===== config.mk =====
export PLATFORM = sky130hd
export DESIGN_NAME = pulse_controller_end_flat
export DESIGN_NICKNAME = d
export VERILOG_FILES = /design/src/hdl/pulse_io_pkg.sv /design/src/hdl/opto_link_if.sv /design/src/hdl/opto_sync.sv /design/src/hdl/pulse_controller_end.sv /design/src/flat_wrapper.sv
export SDC_FILE = /design/constraint.sdc
export NUM_CORES = 1
export LEC_CHECK = 0
export BUFFER_PORTS_ARGS = -buffer_cell sky130_fd_sc_hd__buf_2
export CAP_MARGIN = 10
export CORE_AREA = 3 3 135 137
export CTS_CLUSTER_SIZE = 24
export DETAILED_ROUTE_END_ITERATION = 16
export DIE_AREA = 0 0 138 140
export GPL_TIMING_DRIVEN = 0
export SYNTH_ARGS = -nofsm -noshare
export SYNTH_HDL_FRONTEND = slang
export SYNTH_SLANG_ARGS = --single-unit

===== constraint.sdc =====
create_clock -name ref_clk -period 11.05 [get_ports ref_clk]
set_input_delay 1.105 -clock ref_clk [delete_from_list [all_inputs] [get_ports ref_clk]]
set_output_delay 1.105 -clock ref_clk [all_outputs]
set_load 0.01 [all_outputs]

===== src/hdl/pulse_io_pkg.sv =====
// Functional notes
// - Two-pulse forward edge steps once clockwise
// - Two-pulse reverse edge steps once counter-clockwise
// - Controller never drives both step lines in two-pulse mode
// - Pulse lines stay OFF while at rest
// - One-pulse edge, direction ON: clockwise step
// - One-pulse edge, direction OFF: counter-clockwise step
// - Input mode selects meaning of line pair
// - Pulse rate limited by output driver type
// - Windings-off ON cuts motor current
// - Windings-off OFF restores motor current
// - Base-angle select picks base or resolution step
// - Base-angle select unchanged while moving
// - Base-angle select changes only at origin
// - Alarm output conducts normally, opens on alarm
// - Indicator blinks red on alarm, else green
// - Excitation returns to step zero each period
// - Step angle is base angle over resolution
// - Timing use keeps pulse rate under 500 Hz
// - Moves end at whole origin periods (controller stops after the written step count, at or off origin)
// - Level one means photocoupler conducting
package pulse_io_pkg;
   localparam int CLK_HZ = 25_000_000;
   localparam int LINE_MAX_HZ = 1_000_000;
   localparam int OC_MAX_HZ = 250_000;
   localparam int TIM_MAX_HZ = 500;
   // Least half periods, rounded up to whole cycles
   localparam int LINE_HALF_CYC = (CLK_HZ + 2 * LINE_MAX_HZ - 1) /
      (2 * LINE_MAX_HZ);
   localparam int OC_HALF_CYC = (CLK_HZ + 2 * OC_MAX_HZ - 1) /
      (2 * OC_MAX_HZ);
   localparam int TIM_HALF_CYC = (CLK_HZ + 2 * TIM_MAX_HZ - 1) /
      (2 * TIM_MAX_HZ);
   localparam int BLINK_MS = 250;
   localparam int BLINK_HALF_CYC = CLK_HZ / 1000 * BLINK_MS;
   // Position unit: base step / 2520, so every resolution 1..10 divides
   localparam int MICRO_UNITS = 2520;
   localparam int RES_MIN = 1;
   localparam int RES_MAX = 10;
   localparam int STEPS_ORIGIN_18 = 4;
   localparam int STEPS_ORIGIN_072 = 10;
   localparam int STEPS_ORIGIN_036 = 10;
   localparam int POS_W = 15;
   localparam int CNT_W = 24;
   localparam logic [1:0] MOTOR_18 = 2'h0;
   localparam logic [1:0] MOTOR_072 = 2'h1;
   localparam logic [1:0] MOTOR_036 = 2'h2;
   // Controller register map
   localparam logic [11:0] REG_CTRL = 12'h000;
   localparam logic [11:0] REG_MOVE = 12'h004;
   localparam logic [11:0] REG_HALF = 12'h008;
   localparam logic [11:0] REG_STATUS = 12'h00c;
   localparam int CTRL_ONE_PULSE = 0;
   localparam int CTRL_WINDINGS_OFF = 1;
   localparam int CTRL_BASE_SEL = 2;
   localparam int CTRL_OPEN_COLL = 3;
   localparam int CTRL_TIM_USED = 4;
   localparam int MOVE_CCW = 31;
   localparam int ST_BUSY = 0;
   localparam int ST_ALARM = 1;
   localparam int ST_ORIGIN = 2;
   localparam int ST_SEL_PEND = 3;
   localparam int ST_REMAIN_LSB = 8;
   localparam logic [4:0] CTRL_RESET = 5'h00;
   localparam logic [CNT_W-1:0] HALF_RESET = 24'h000064;
   typedef enum logic {TWO_PULSE, ONE_PULSE} pulse_mode_t;
   typedef enum logic [1:0] {GEN_IDLE, GEN_SETUP, GEN_HIGH, GEN_LOW}
      gen_state_t;
   function automatic logic [POS_W-1:0] step_units(input logic [3:0] res);
      int r;
      r = (res < RES_MIN || res > RES_MAX) ? RES_MIN : int'(res);
      return POS_W'(MICRO_UNITS / r);
   endfunction : step_units
   function automatic logic [POS_W-1:0] origin_span(input logic [1:0] mt);
      case (mt)
         MOTOR_072: return POS_W'(STEPS_ORIGIN_072 * MICRO_UNITS);
         MOTOR_036: return POS_W'(STEPS_ORIGIN_036 * MICRO_UNITS);
         default: return POS_W'(STEPS_ORIGIN_18 * MICRO_UNITS);
      endcase
   endfunction : origin_span
endpackage : pulse_io_pkg


===== src/hdl/opto_link_if.sv =====
`timescale 1ns/1ps
`default_nettype none
interface opto_link_if;
   // Level 1 means the photocoupler conducts
   logic forward_step_in;
   logic reverse_step_in;
   logic windings_off_in;
   logic base_angle_sel_in;
   logic alarm_out;
   logic phase_origin_out;
   modport driver (
      input forward_step_in, reverse_step_in, windings_off_in,
         base_angle_sel_in,
      output alarm_out, phase_origin_out
   );
   modport controller (
      output forward_step_in, reverse_step_in, windings_off_in,
         base_angle_sel_in,
      input alarm_out, phase_origin_out
   );
endinterface : opto_link_if
`default_nettype wire


===== src/hdl/opto_sync.sv =====
`timescale 1ns/1ps
`default_nettype none
module opto_sync
   import pulse_io_pkg::*;
#(
   parameter logic INIT = 1'b0
) (
   // Clock and reset
   input wire logic ref_clk,
   input wire logic reset_n,
   // Raw pin and filtered result
   input wire logic pin,
   output logic level,
   output logic rise
);
   typedef struct packed {
      logic s1;
      logic s2;
      logic s3;
      logic level;
      logic rise;
   } sync_state_t;
   sync_state_t st, next_st;
   always_comb
   begin
      next_st = st;
      next_st.s1 = pin;
      next_st.s2 = st.s1;
      next_st.s3 = st.s2;
      next_st.rise = 1'b0;
      // Change counts once second and third stages agree
      if (st.s2 == st.s3 && st.s3 != st.level)
      begin
         next_st.level = st.s3;
         next_st.rise = st.s3;
      end
   end
   always_ff @(posedge ref_clk or negedge reset_n)
   begin
      if (!reset_n)
         st <= '{s1: INIT, s2: INIT, s3: INIT, level: INIT, rise: 1'b0};
      else
         st <= next_st;
   end
   assign level = st.level;
   assign rise = st.rise;
endmodule : opto_sync
`default_nettype wire


===== src/hdl/pulse_controller_end.sv =====
// Local design decisions: the address map and register access over APB.
`timescale 1ns/1ps
`default_nettype none
module pulse_controller_end
   import pulse_io_pkg::*;
#(
   parameter int TIM_HALF = TIM_HALF_CYC
) (
   // Clock and reset
   input wire logic ref_clk,
   input wire logic reset_n,
   // APB slave
   input wire logic psel,
   input wire logic penable,
   input wire logic pwrite,
   input wire logic [11:0] paddr,
   input wire logic [31:0] pwdata,
   output logic [31:0] prdata,
   output logic pready,
   output logic pslverr,
   // Opto-isolated connector
   opto_link_if.controller link
);
   typedef struct packed {
      logic [4:0] ctrl;
      logic [CNT_W-1:0] half;
      logic [CNT_W-1:0] remain;
      logic ccw;
      gen_state_t gen;
      logic [CNT_W-1:0] wait_cnt;
      logic fwd;
      logic rev;
      logic sel;
      logic [31:0] rdata;
   } ctl_state_t;
   ctl_state_t st, next_st;
   logic alarm_ok, origin_on;
   logic [CNT_W-1:0] half_eff, floor_half;
   logic acc, wr, mapped, busy, one_pulse;

   opto_sync #(.INIT(1'b1)) u_sync_alm (
      .ref_clk(ref_clk),
      .reset_n(reset_n),
      .pin(link.alarm_out),
      .level(alarm_ok),
      .rise()
   );
   opto_sync u_sync_tim (
      .ref_clk(ref_clk),
      .reset_n(reset_n),
      .pin(link.phase_origin_out),
      .level(origin_on),
      .rise()
   );

   always_comb
   begin
      acc = psel && penable;
      wr = acc && pwrite;
      mapped = paddr == REG_CTRL || paddr == REG_MOVE ||
         paddr == REG_HALF || paddr == REG_STATUS;
      busy = st.gen != GEN_IDLE;
      one_pulse = st.ctrl[CTRL_ONE_PULSE];
      // Fastest allowed half period for the wiring in use
      floor_half = st.ctrl[CTRL_OPEN_COLL] ? CNT_W'(OC_HALF_CYC) :
         CNT_W'(LINE_HALF_CYC);
      if (st.ctrl[CTRL_TIM_USED] && floor_half < CNT_W'(TIM_HALF))
         floor_half = CNT_W'(TIM_HALF);
      half_eff = (st.half > floor_half) ? st.half : floor_half;
   end

   always_comb
   begin
      next_st = st;
      if (psel && !penable)
      begin
         case (paddr)
            REG_CTRL: next_st.rdata = {27'h0, st.ctrl};
            REG_HALF: next_st.rdata = {8'h00, st.half};
            REG_STATUS: next_st.rdata = {st.remain, 4'h0,
               st.sel != st.ctrl[CTRL_BASE_SEL], origin_on,
               !alarm_ok, busy};
            default: next_st.rdata = 32'h00000000;
         endcase
      end
      if (wr && paddr == REG_CTRL)
      begin
         next_st.ctrl = pwdata[4:0];
         // Mode is frozen during a move
         if (busy)
            next_st.ctrl[CTRL_ONE_PULSE] = st.ctrl[CTRL_ONE_PULSE];
      end
      if (wr && paddr == REG_HALF)
         next_st.half = pwdata[CNT_W-1:0];
      // Apply base-angle select only at rest and at origin
      if (!busy && origin_on)
         next_st.sel = st.ctrl[CTRL_BASE_SEL];
      case (st.gen)
         GEN_IDLE:
         begin
            next_st.fwd = 1'b0;
            next_st.rev = 1'b0;
            if (wr && paddr == REG_MOVE && pwdata[CNT_W-1:0] != '0 &&
               alarm_ok)
            begin
               next_st.remain = pwdata[CNT_W-1:0];
               next_st.ccw = pwdata[MOVE_CCW];
               next_st.rev = one_pulse && !pwdata[MOVE_CCW];
               next_st.wait_cnt = '0;
               next_st.gen = GEN_SETUP;
            end
         end
         GEN_SETUP, GEN_HIGH, GEN_LOW:
         begin
            next_st.wait_cnt = st.wait_cnt + 24'h000001;
            if (!alarm_ok)
            begin
               next_st.gen = GEN_IDLE;
               next_st.remain = '0;
               next_st.fwd = 1'b0;
               next_st.rev = 1'b0;
            end
            else if (st.wait_cnt >= half_eff - 24'h000001)
            begin
               next_st.wait_cnt = '0;
               if (st.gen == GEN_HIGH)
               begin
                  next_st.fwd = 1'b0;
                  if (!one_pulse)
                     next_st.rev = 1'b0;
                  next_st.remain = st.remain - 24'h000001;
                  next_st.gen = GEN_LOW;
               end
               else if (st.gen == GEN_LOW && st.remain == '0)
               begin
                  next_st.rev = 1'b0;
                  next_st.gen = GEN_IDLE;
               end
               else
               begin
                  // Two-pulse: one line only; one-pulse: forward pulses while reverse holds direction
                  next_st.fwd = one_pulse || !st.ccw;
                  if (!one_pulse)
                     next_st.rev = st.ccw;
                  next_st.gen = GEN_HIGH;
               end
            end
         end
         default: next_st.gen = GEN_IDLE;
      endcase
   end

   always_ff @(posedge ref_clk or negedge reset_n)
   begin
      if (!reset_n)
      begin
         st.ctrl <= CTRL_RESET;
         st.half <= HALF_RESET;
         st.remain <= '0;
         st.ccw <= 1'b0;
         st.gen <= GEN_IDLE;
         st.wait_cnt <= '0;
         st.fwd <= 1'b0;
         st.rev <= 1'b0;
         st.sel <= 1'b0;
         st.rdata <= '0;
      end
      else
      begin
         st <= next_st;
      end
   end

   assign prdata = st.rdata;
   assign pready = 1'b1;
   assign pslverr = acc && !mapped;
   assign link.forward_step_in = st.fwd;
   assign link.reverse_step_in = st.rev;
   assign link.windings_off_in = st.ctrl[CTRL_WINDINGS_OFF];
   assign link.base_angle_sel_in = st.sel;
endmodule : pulse_controller_end
`default_nettype wire


===== src/flat_wrapper.sv =====
// flat-port wrapper written by rule: the top's interface ports become plain ports
module pulse_controller_end_flat import pulse_io_pkg::*;
#(
   parameter int TIM_HALF = TIM_HALF_CYC
)
  (ref_clk, reset_n, psel, penable, pwrite, paddr, pwdata, prdata, pready, pslverr, link_forward_step_in, link_reverse_step_in, link_windings_off_in, link_base_angle_sel_in, link_alarm_out, link_phase_origin_out);
  opto_link_if link_i ();
  input wire logic ref_clk;
  input wire logic reset_n;
  input wire logic psel;
  input wire logic penable;
  input wire logic pwrite;
  input wire logic [11:0] paddr;
  input wire logic [31:0] pwdata;
  output logic [31:0] prdata;
  output logic pready;
  output logic pslverr;
  output wire logic [$bits(link_i.forward_step_in)-1:0] link_forward_step_in;
  output wire logic [$bits(link_i.reverse_step_in)-1:0] link_reverse_step_in;
  output wire logic [$bits(link_i.windings_off_in)-1:0] link_windings_off_in;
  output wire logic [$bits(link_i.base_angle_sel_in)-1:0] link_base_angle_sel_in;
  input wire logic [$bits(link_i.alarm_out)-1:0] link_alarm_out;
  input wire logic [$bits(link_i.phase_origin_out)-1:0] link_phase_origin_out;
  assign link_forward_step_in = link_i.forward_step_in;
  assign link_reverse_step_in = link_i.reverse_step_in;
  assign link_windings_off_in = link_i.windings_off_in;
  assign link_base_angle_sel_in = link_i.base_angle_sel_in;
  assign link_i.alarm_out = link_alarm_out;
  assign link_i.phase_origin_out = link_phase_origin_out;
  pulse_controller_end #(.TIM_HALF(TIM_HALF)) u_core (.ref_clk(ref_clk), .reset_n(reset_n), .psel(psel), .penable(penable), .pwrite(pwrite), .paddr(paddr), .pwdata(pwdata), .prdata(prdata), .pready(pready), .pslverr(pslverr), .link(link_i));
endmodule

==> reports/results.ini <==
[outcome]
status = completed

[global_routing]
first_global_vias = 6726
grt_pass1_wl_um = 37000
antenna_found_initial = 0
track_usage_pct = 23.9
grt_max_degree = 66
grt_overflow_total = 0

[power]
pwr-share-comb_pct = 4.3
pwr_density_cell_nw_per_um2 = 124
p_int_uw = 860
pwr-share-seq_pct = 40.9
p_sw_share_pct = 22.9
p_clk_share_pct = 54.9
peakVddDrop_mv = 0.105
p_switching_uw = 256
cellLeakagePower_uw = 0.00417
finalPower_uw = 1120

[hold_path]
hold_path_class = register to register
hold_start = u_core.u_sync_alm.next_st[3]

[die]
start_util_pct = 44.5
die_area_um2 = 19300
core_um2 = 17200
fp-row-count = 48
die_y_um = 140
io_pins = 89
die_x_um = 138

[synth]
synth-seq-cells = 123
synth_flop_cell = dfrtp_1
async_flop_share_pct = 100
yosysTopAreaCell = dfrtp_1
avgSynthCellArea_um2 = 9.09
syn_inst = 842
yosys.cell_count.top_type = dfrtp_1
syn-num-nets = 930
yosysTopAreaCellShare_pct = 37.9
yosys_warnings = 0
synth_commonest_cells = dfrtp_1 (116), nand2_1 (105), nor2_1 (57)
yosysUniqueCellTypes = 60
syn_area_um2 = 7650
synth-edff-count = 0
synth_area_leaders = dfrtp_1 (38%), ha_1 (6.1%), nand2_1 (5.2%), mux2_1 (4.3%), o21ai_1 (3.5%)
ys_seq_area_share_pct = 40.4

[timing]
rsz0062_at_grt = false
max_freq_mhz = 147
worstMarginPinSlew_ns = 0.916
finalSetupViolations = 0
relSlewSlack_pct = 38.5
hold_viol_final = 0
tns_ns = 0
clock_skew_ns = 0.0116
maxSlewViolCount = 0
layout_min_cycle_time_ns = 6.81
hold_slack_ns = 0.355
period_share_pct = 61.6

[clock_network]
clock_sinks = 123
post_cts_buffers = 0
cts_made_buffers = 17
cts_resized = 0
cts_hold_buffers = 0
clockBufferDepth = 2
htree_levels = 4
clk_transition_reported_paths_ns = 0.06
cts_tree = done
clkLatencyLatePin_ns = 0.43
root_buffer = clkbuf_16

[route]
wl_per_cell_um = 19.3
wirelength_um = 22800
ant_nets = 0
viasPerCell = 5.74
drtIter0Drc = 557
vias = 6769
top_layer_used = met4
first_pass_iters = 5
drc_errors = 0
wl_met2_um = 10200
wl_met3_um = 1410
met1_length_um = 10600

[setup_path]
crit-reg2reg-launch = u_core.st[105]
crit_path_max_fanout = 10
startpoint = u_core.st[105]
worstSetupStartpointType = register
cp_data_required_time_ns = 11.39
critPathCaptureType = register
cp.arrival_ns = 7.15
path_class = register to register

[final_layout]
utilization_pct = 52.4
nFillCells = 1633
diodes = 0
stdcell_count = 1179
area_growth_pct = 17.7
drive_gt1_share_pct = 18.0
fin_nets = 1029

[place]
hpwl_um = 16800
gp_congestion = 0.934
port-buffer-count = 79
placed_cells = 1147

[run]
maxCapViolations = 0

==> sequential cells by signal (all words and copies together), names as in the netlist, 2 cells and up <==
name and count:
u_core.st 78, u_core.prdata 32, u_core.u_sync_alm.next_st 2, u_core.u_sync_tim.next_st 2
==> power by group through the flow <==
stage	Clock (uW)	Combinational [uW]	Sequential, uW
after global routing	637	52.0	456
after floorplan	0	16.4	463
after global placement	0	46.1	464
final	612	47.7	456
after CTS	618	48.0	456
after detailed placement	0	47.7	464
==> cell usage in the layout (no fill, tap or decap), types with 8 or more instances in the layout <==
| master | synthesis | final |
|---|---|---|
| a21oi_1 | 41 | 41 |
| a22oi_1 | 30 | 30 |
| a31oi_1 | 8 | 8 |
| and3_1 | 12 | 12 |
| buf_2 | 0 | 78 |
| buf_4 | 34 | 34 |
| clkbuf_1 | 32 | 33 |
| clkbuf_16 | 0 | 17 |
| dfrtp_1 | 116 | 116 |
| ha_1 | 37 | 37 |
| inv_1 | 19 | 19 |
| mux2_1 | 29 | 29 |
| mux2i_1 | 14 | 14 |
| nand2_1 | 105 | 105 |
| nand2b_1 | 16 | 16 |
| nand3_1 | 26 | 26 |
| nand4_1 | 12 | 12 |
| nor2_1 | 57 | 57 |
| nor3_1 | 21 | 21 |
| nor4_1 | 13 | 13 |
| o21ai_0 | 10 | 10 |
| o21ai_1 | 54 | 54 |
| o31ai_1 | 22 | 22 |
| or3_1 | 9 | 9 |
| or4_1 | 8 | 8 |
| xnor2_1 | 16 | 16 |
| xor2_1 | 9 | 9 |
==> cell type report <==
| cell class | count | area (um2) | share of cell area [%] |
|---|---|---|---|
| Timing Repair Buffer | 80 | 429 | 4.77 |
| Clock inverter | 12 | 185 | 2.06 |
| Tap cell | 225 | 282 | 3.13 |
| Inverter | 19 | 71.3 | 0.792 |
| Buffer | 69 | 394 | 4.38 |
| Sequential cell | 123 | 3090 | 34.3 |
| Clock buffer | 20 | 457 | 5.07 |
| Multi-Input combinational cell | 631 | 4100 | 45.5 |
==> critical path, cell delays in order, from the launching register on <==
cell and delay [ns]:
dfrtp_1 0.45, or4_4 0.58, or4_4 0.53, a211o_1 0.34
o21ai_4 0.34, buf_4 0.24, mux2i_1 0.20, ha_1 0.22
nand2b_1 0.11, or4_1 0.40, clkbuf_1 0.24, or4_1 0.46
nor3_2 0.14, xnor2_1 0.09, ha_1 0.30, nand4_1 0.13
nor4_1 0.37, a21boi_1 0.55, nor3_1 0.19, or2_1 0.30
clkbuf_1 0.29, a22oi_1 0.25
==> per-stage QoR <==
step	instance area [um2]	setup slack, ns
final	9000	4.24
after global routing	9000	3.70
after CTS	9000	4.24
after detailed placement	8360	4.31
after global placement	8330	4.30
after floorplan	7650	5.25
==> kinds of logic after synthesis <==
logic type	synth area share, %
simple gates	20.8
compound gates	17.2
flops	40.4
buf+inv	6.08
mux	6.40
fa+ha+maj	6.31
xor+xnor	2.86
other cells	0.0490
==> final timing paths <==
| check | endpoint | slack (ns) | cells after the start |
|---|---|---|---|
| max | u_core.st[67] | 4.24 | 21 |
| min | u_core.u_sync_alm.next_st[2] | 0.36 | 0 |
| max reg2reg | u_core.st[67] | 4.24 | 21 |
| min reg2reg | u_core.u_sync_alm.next_st[2] | 0.36 | 0 |
| max in group asynchronous | u_core.u_sync_alm.level | 9.63 | 2 |
| min in group asynchronous | u_core.st[43] | 0.65 | 1 |
==> metal layers <==
layer / vias up / track usage [%]
li1: 3226 / -
met1: 3276 / 33.3
met2: 230 / 36.8
met3: 37 / 5.39
met4: 0 / 8.01
met5: - / 0
No activity file was read; power rests on OpenSTA's default activity.
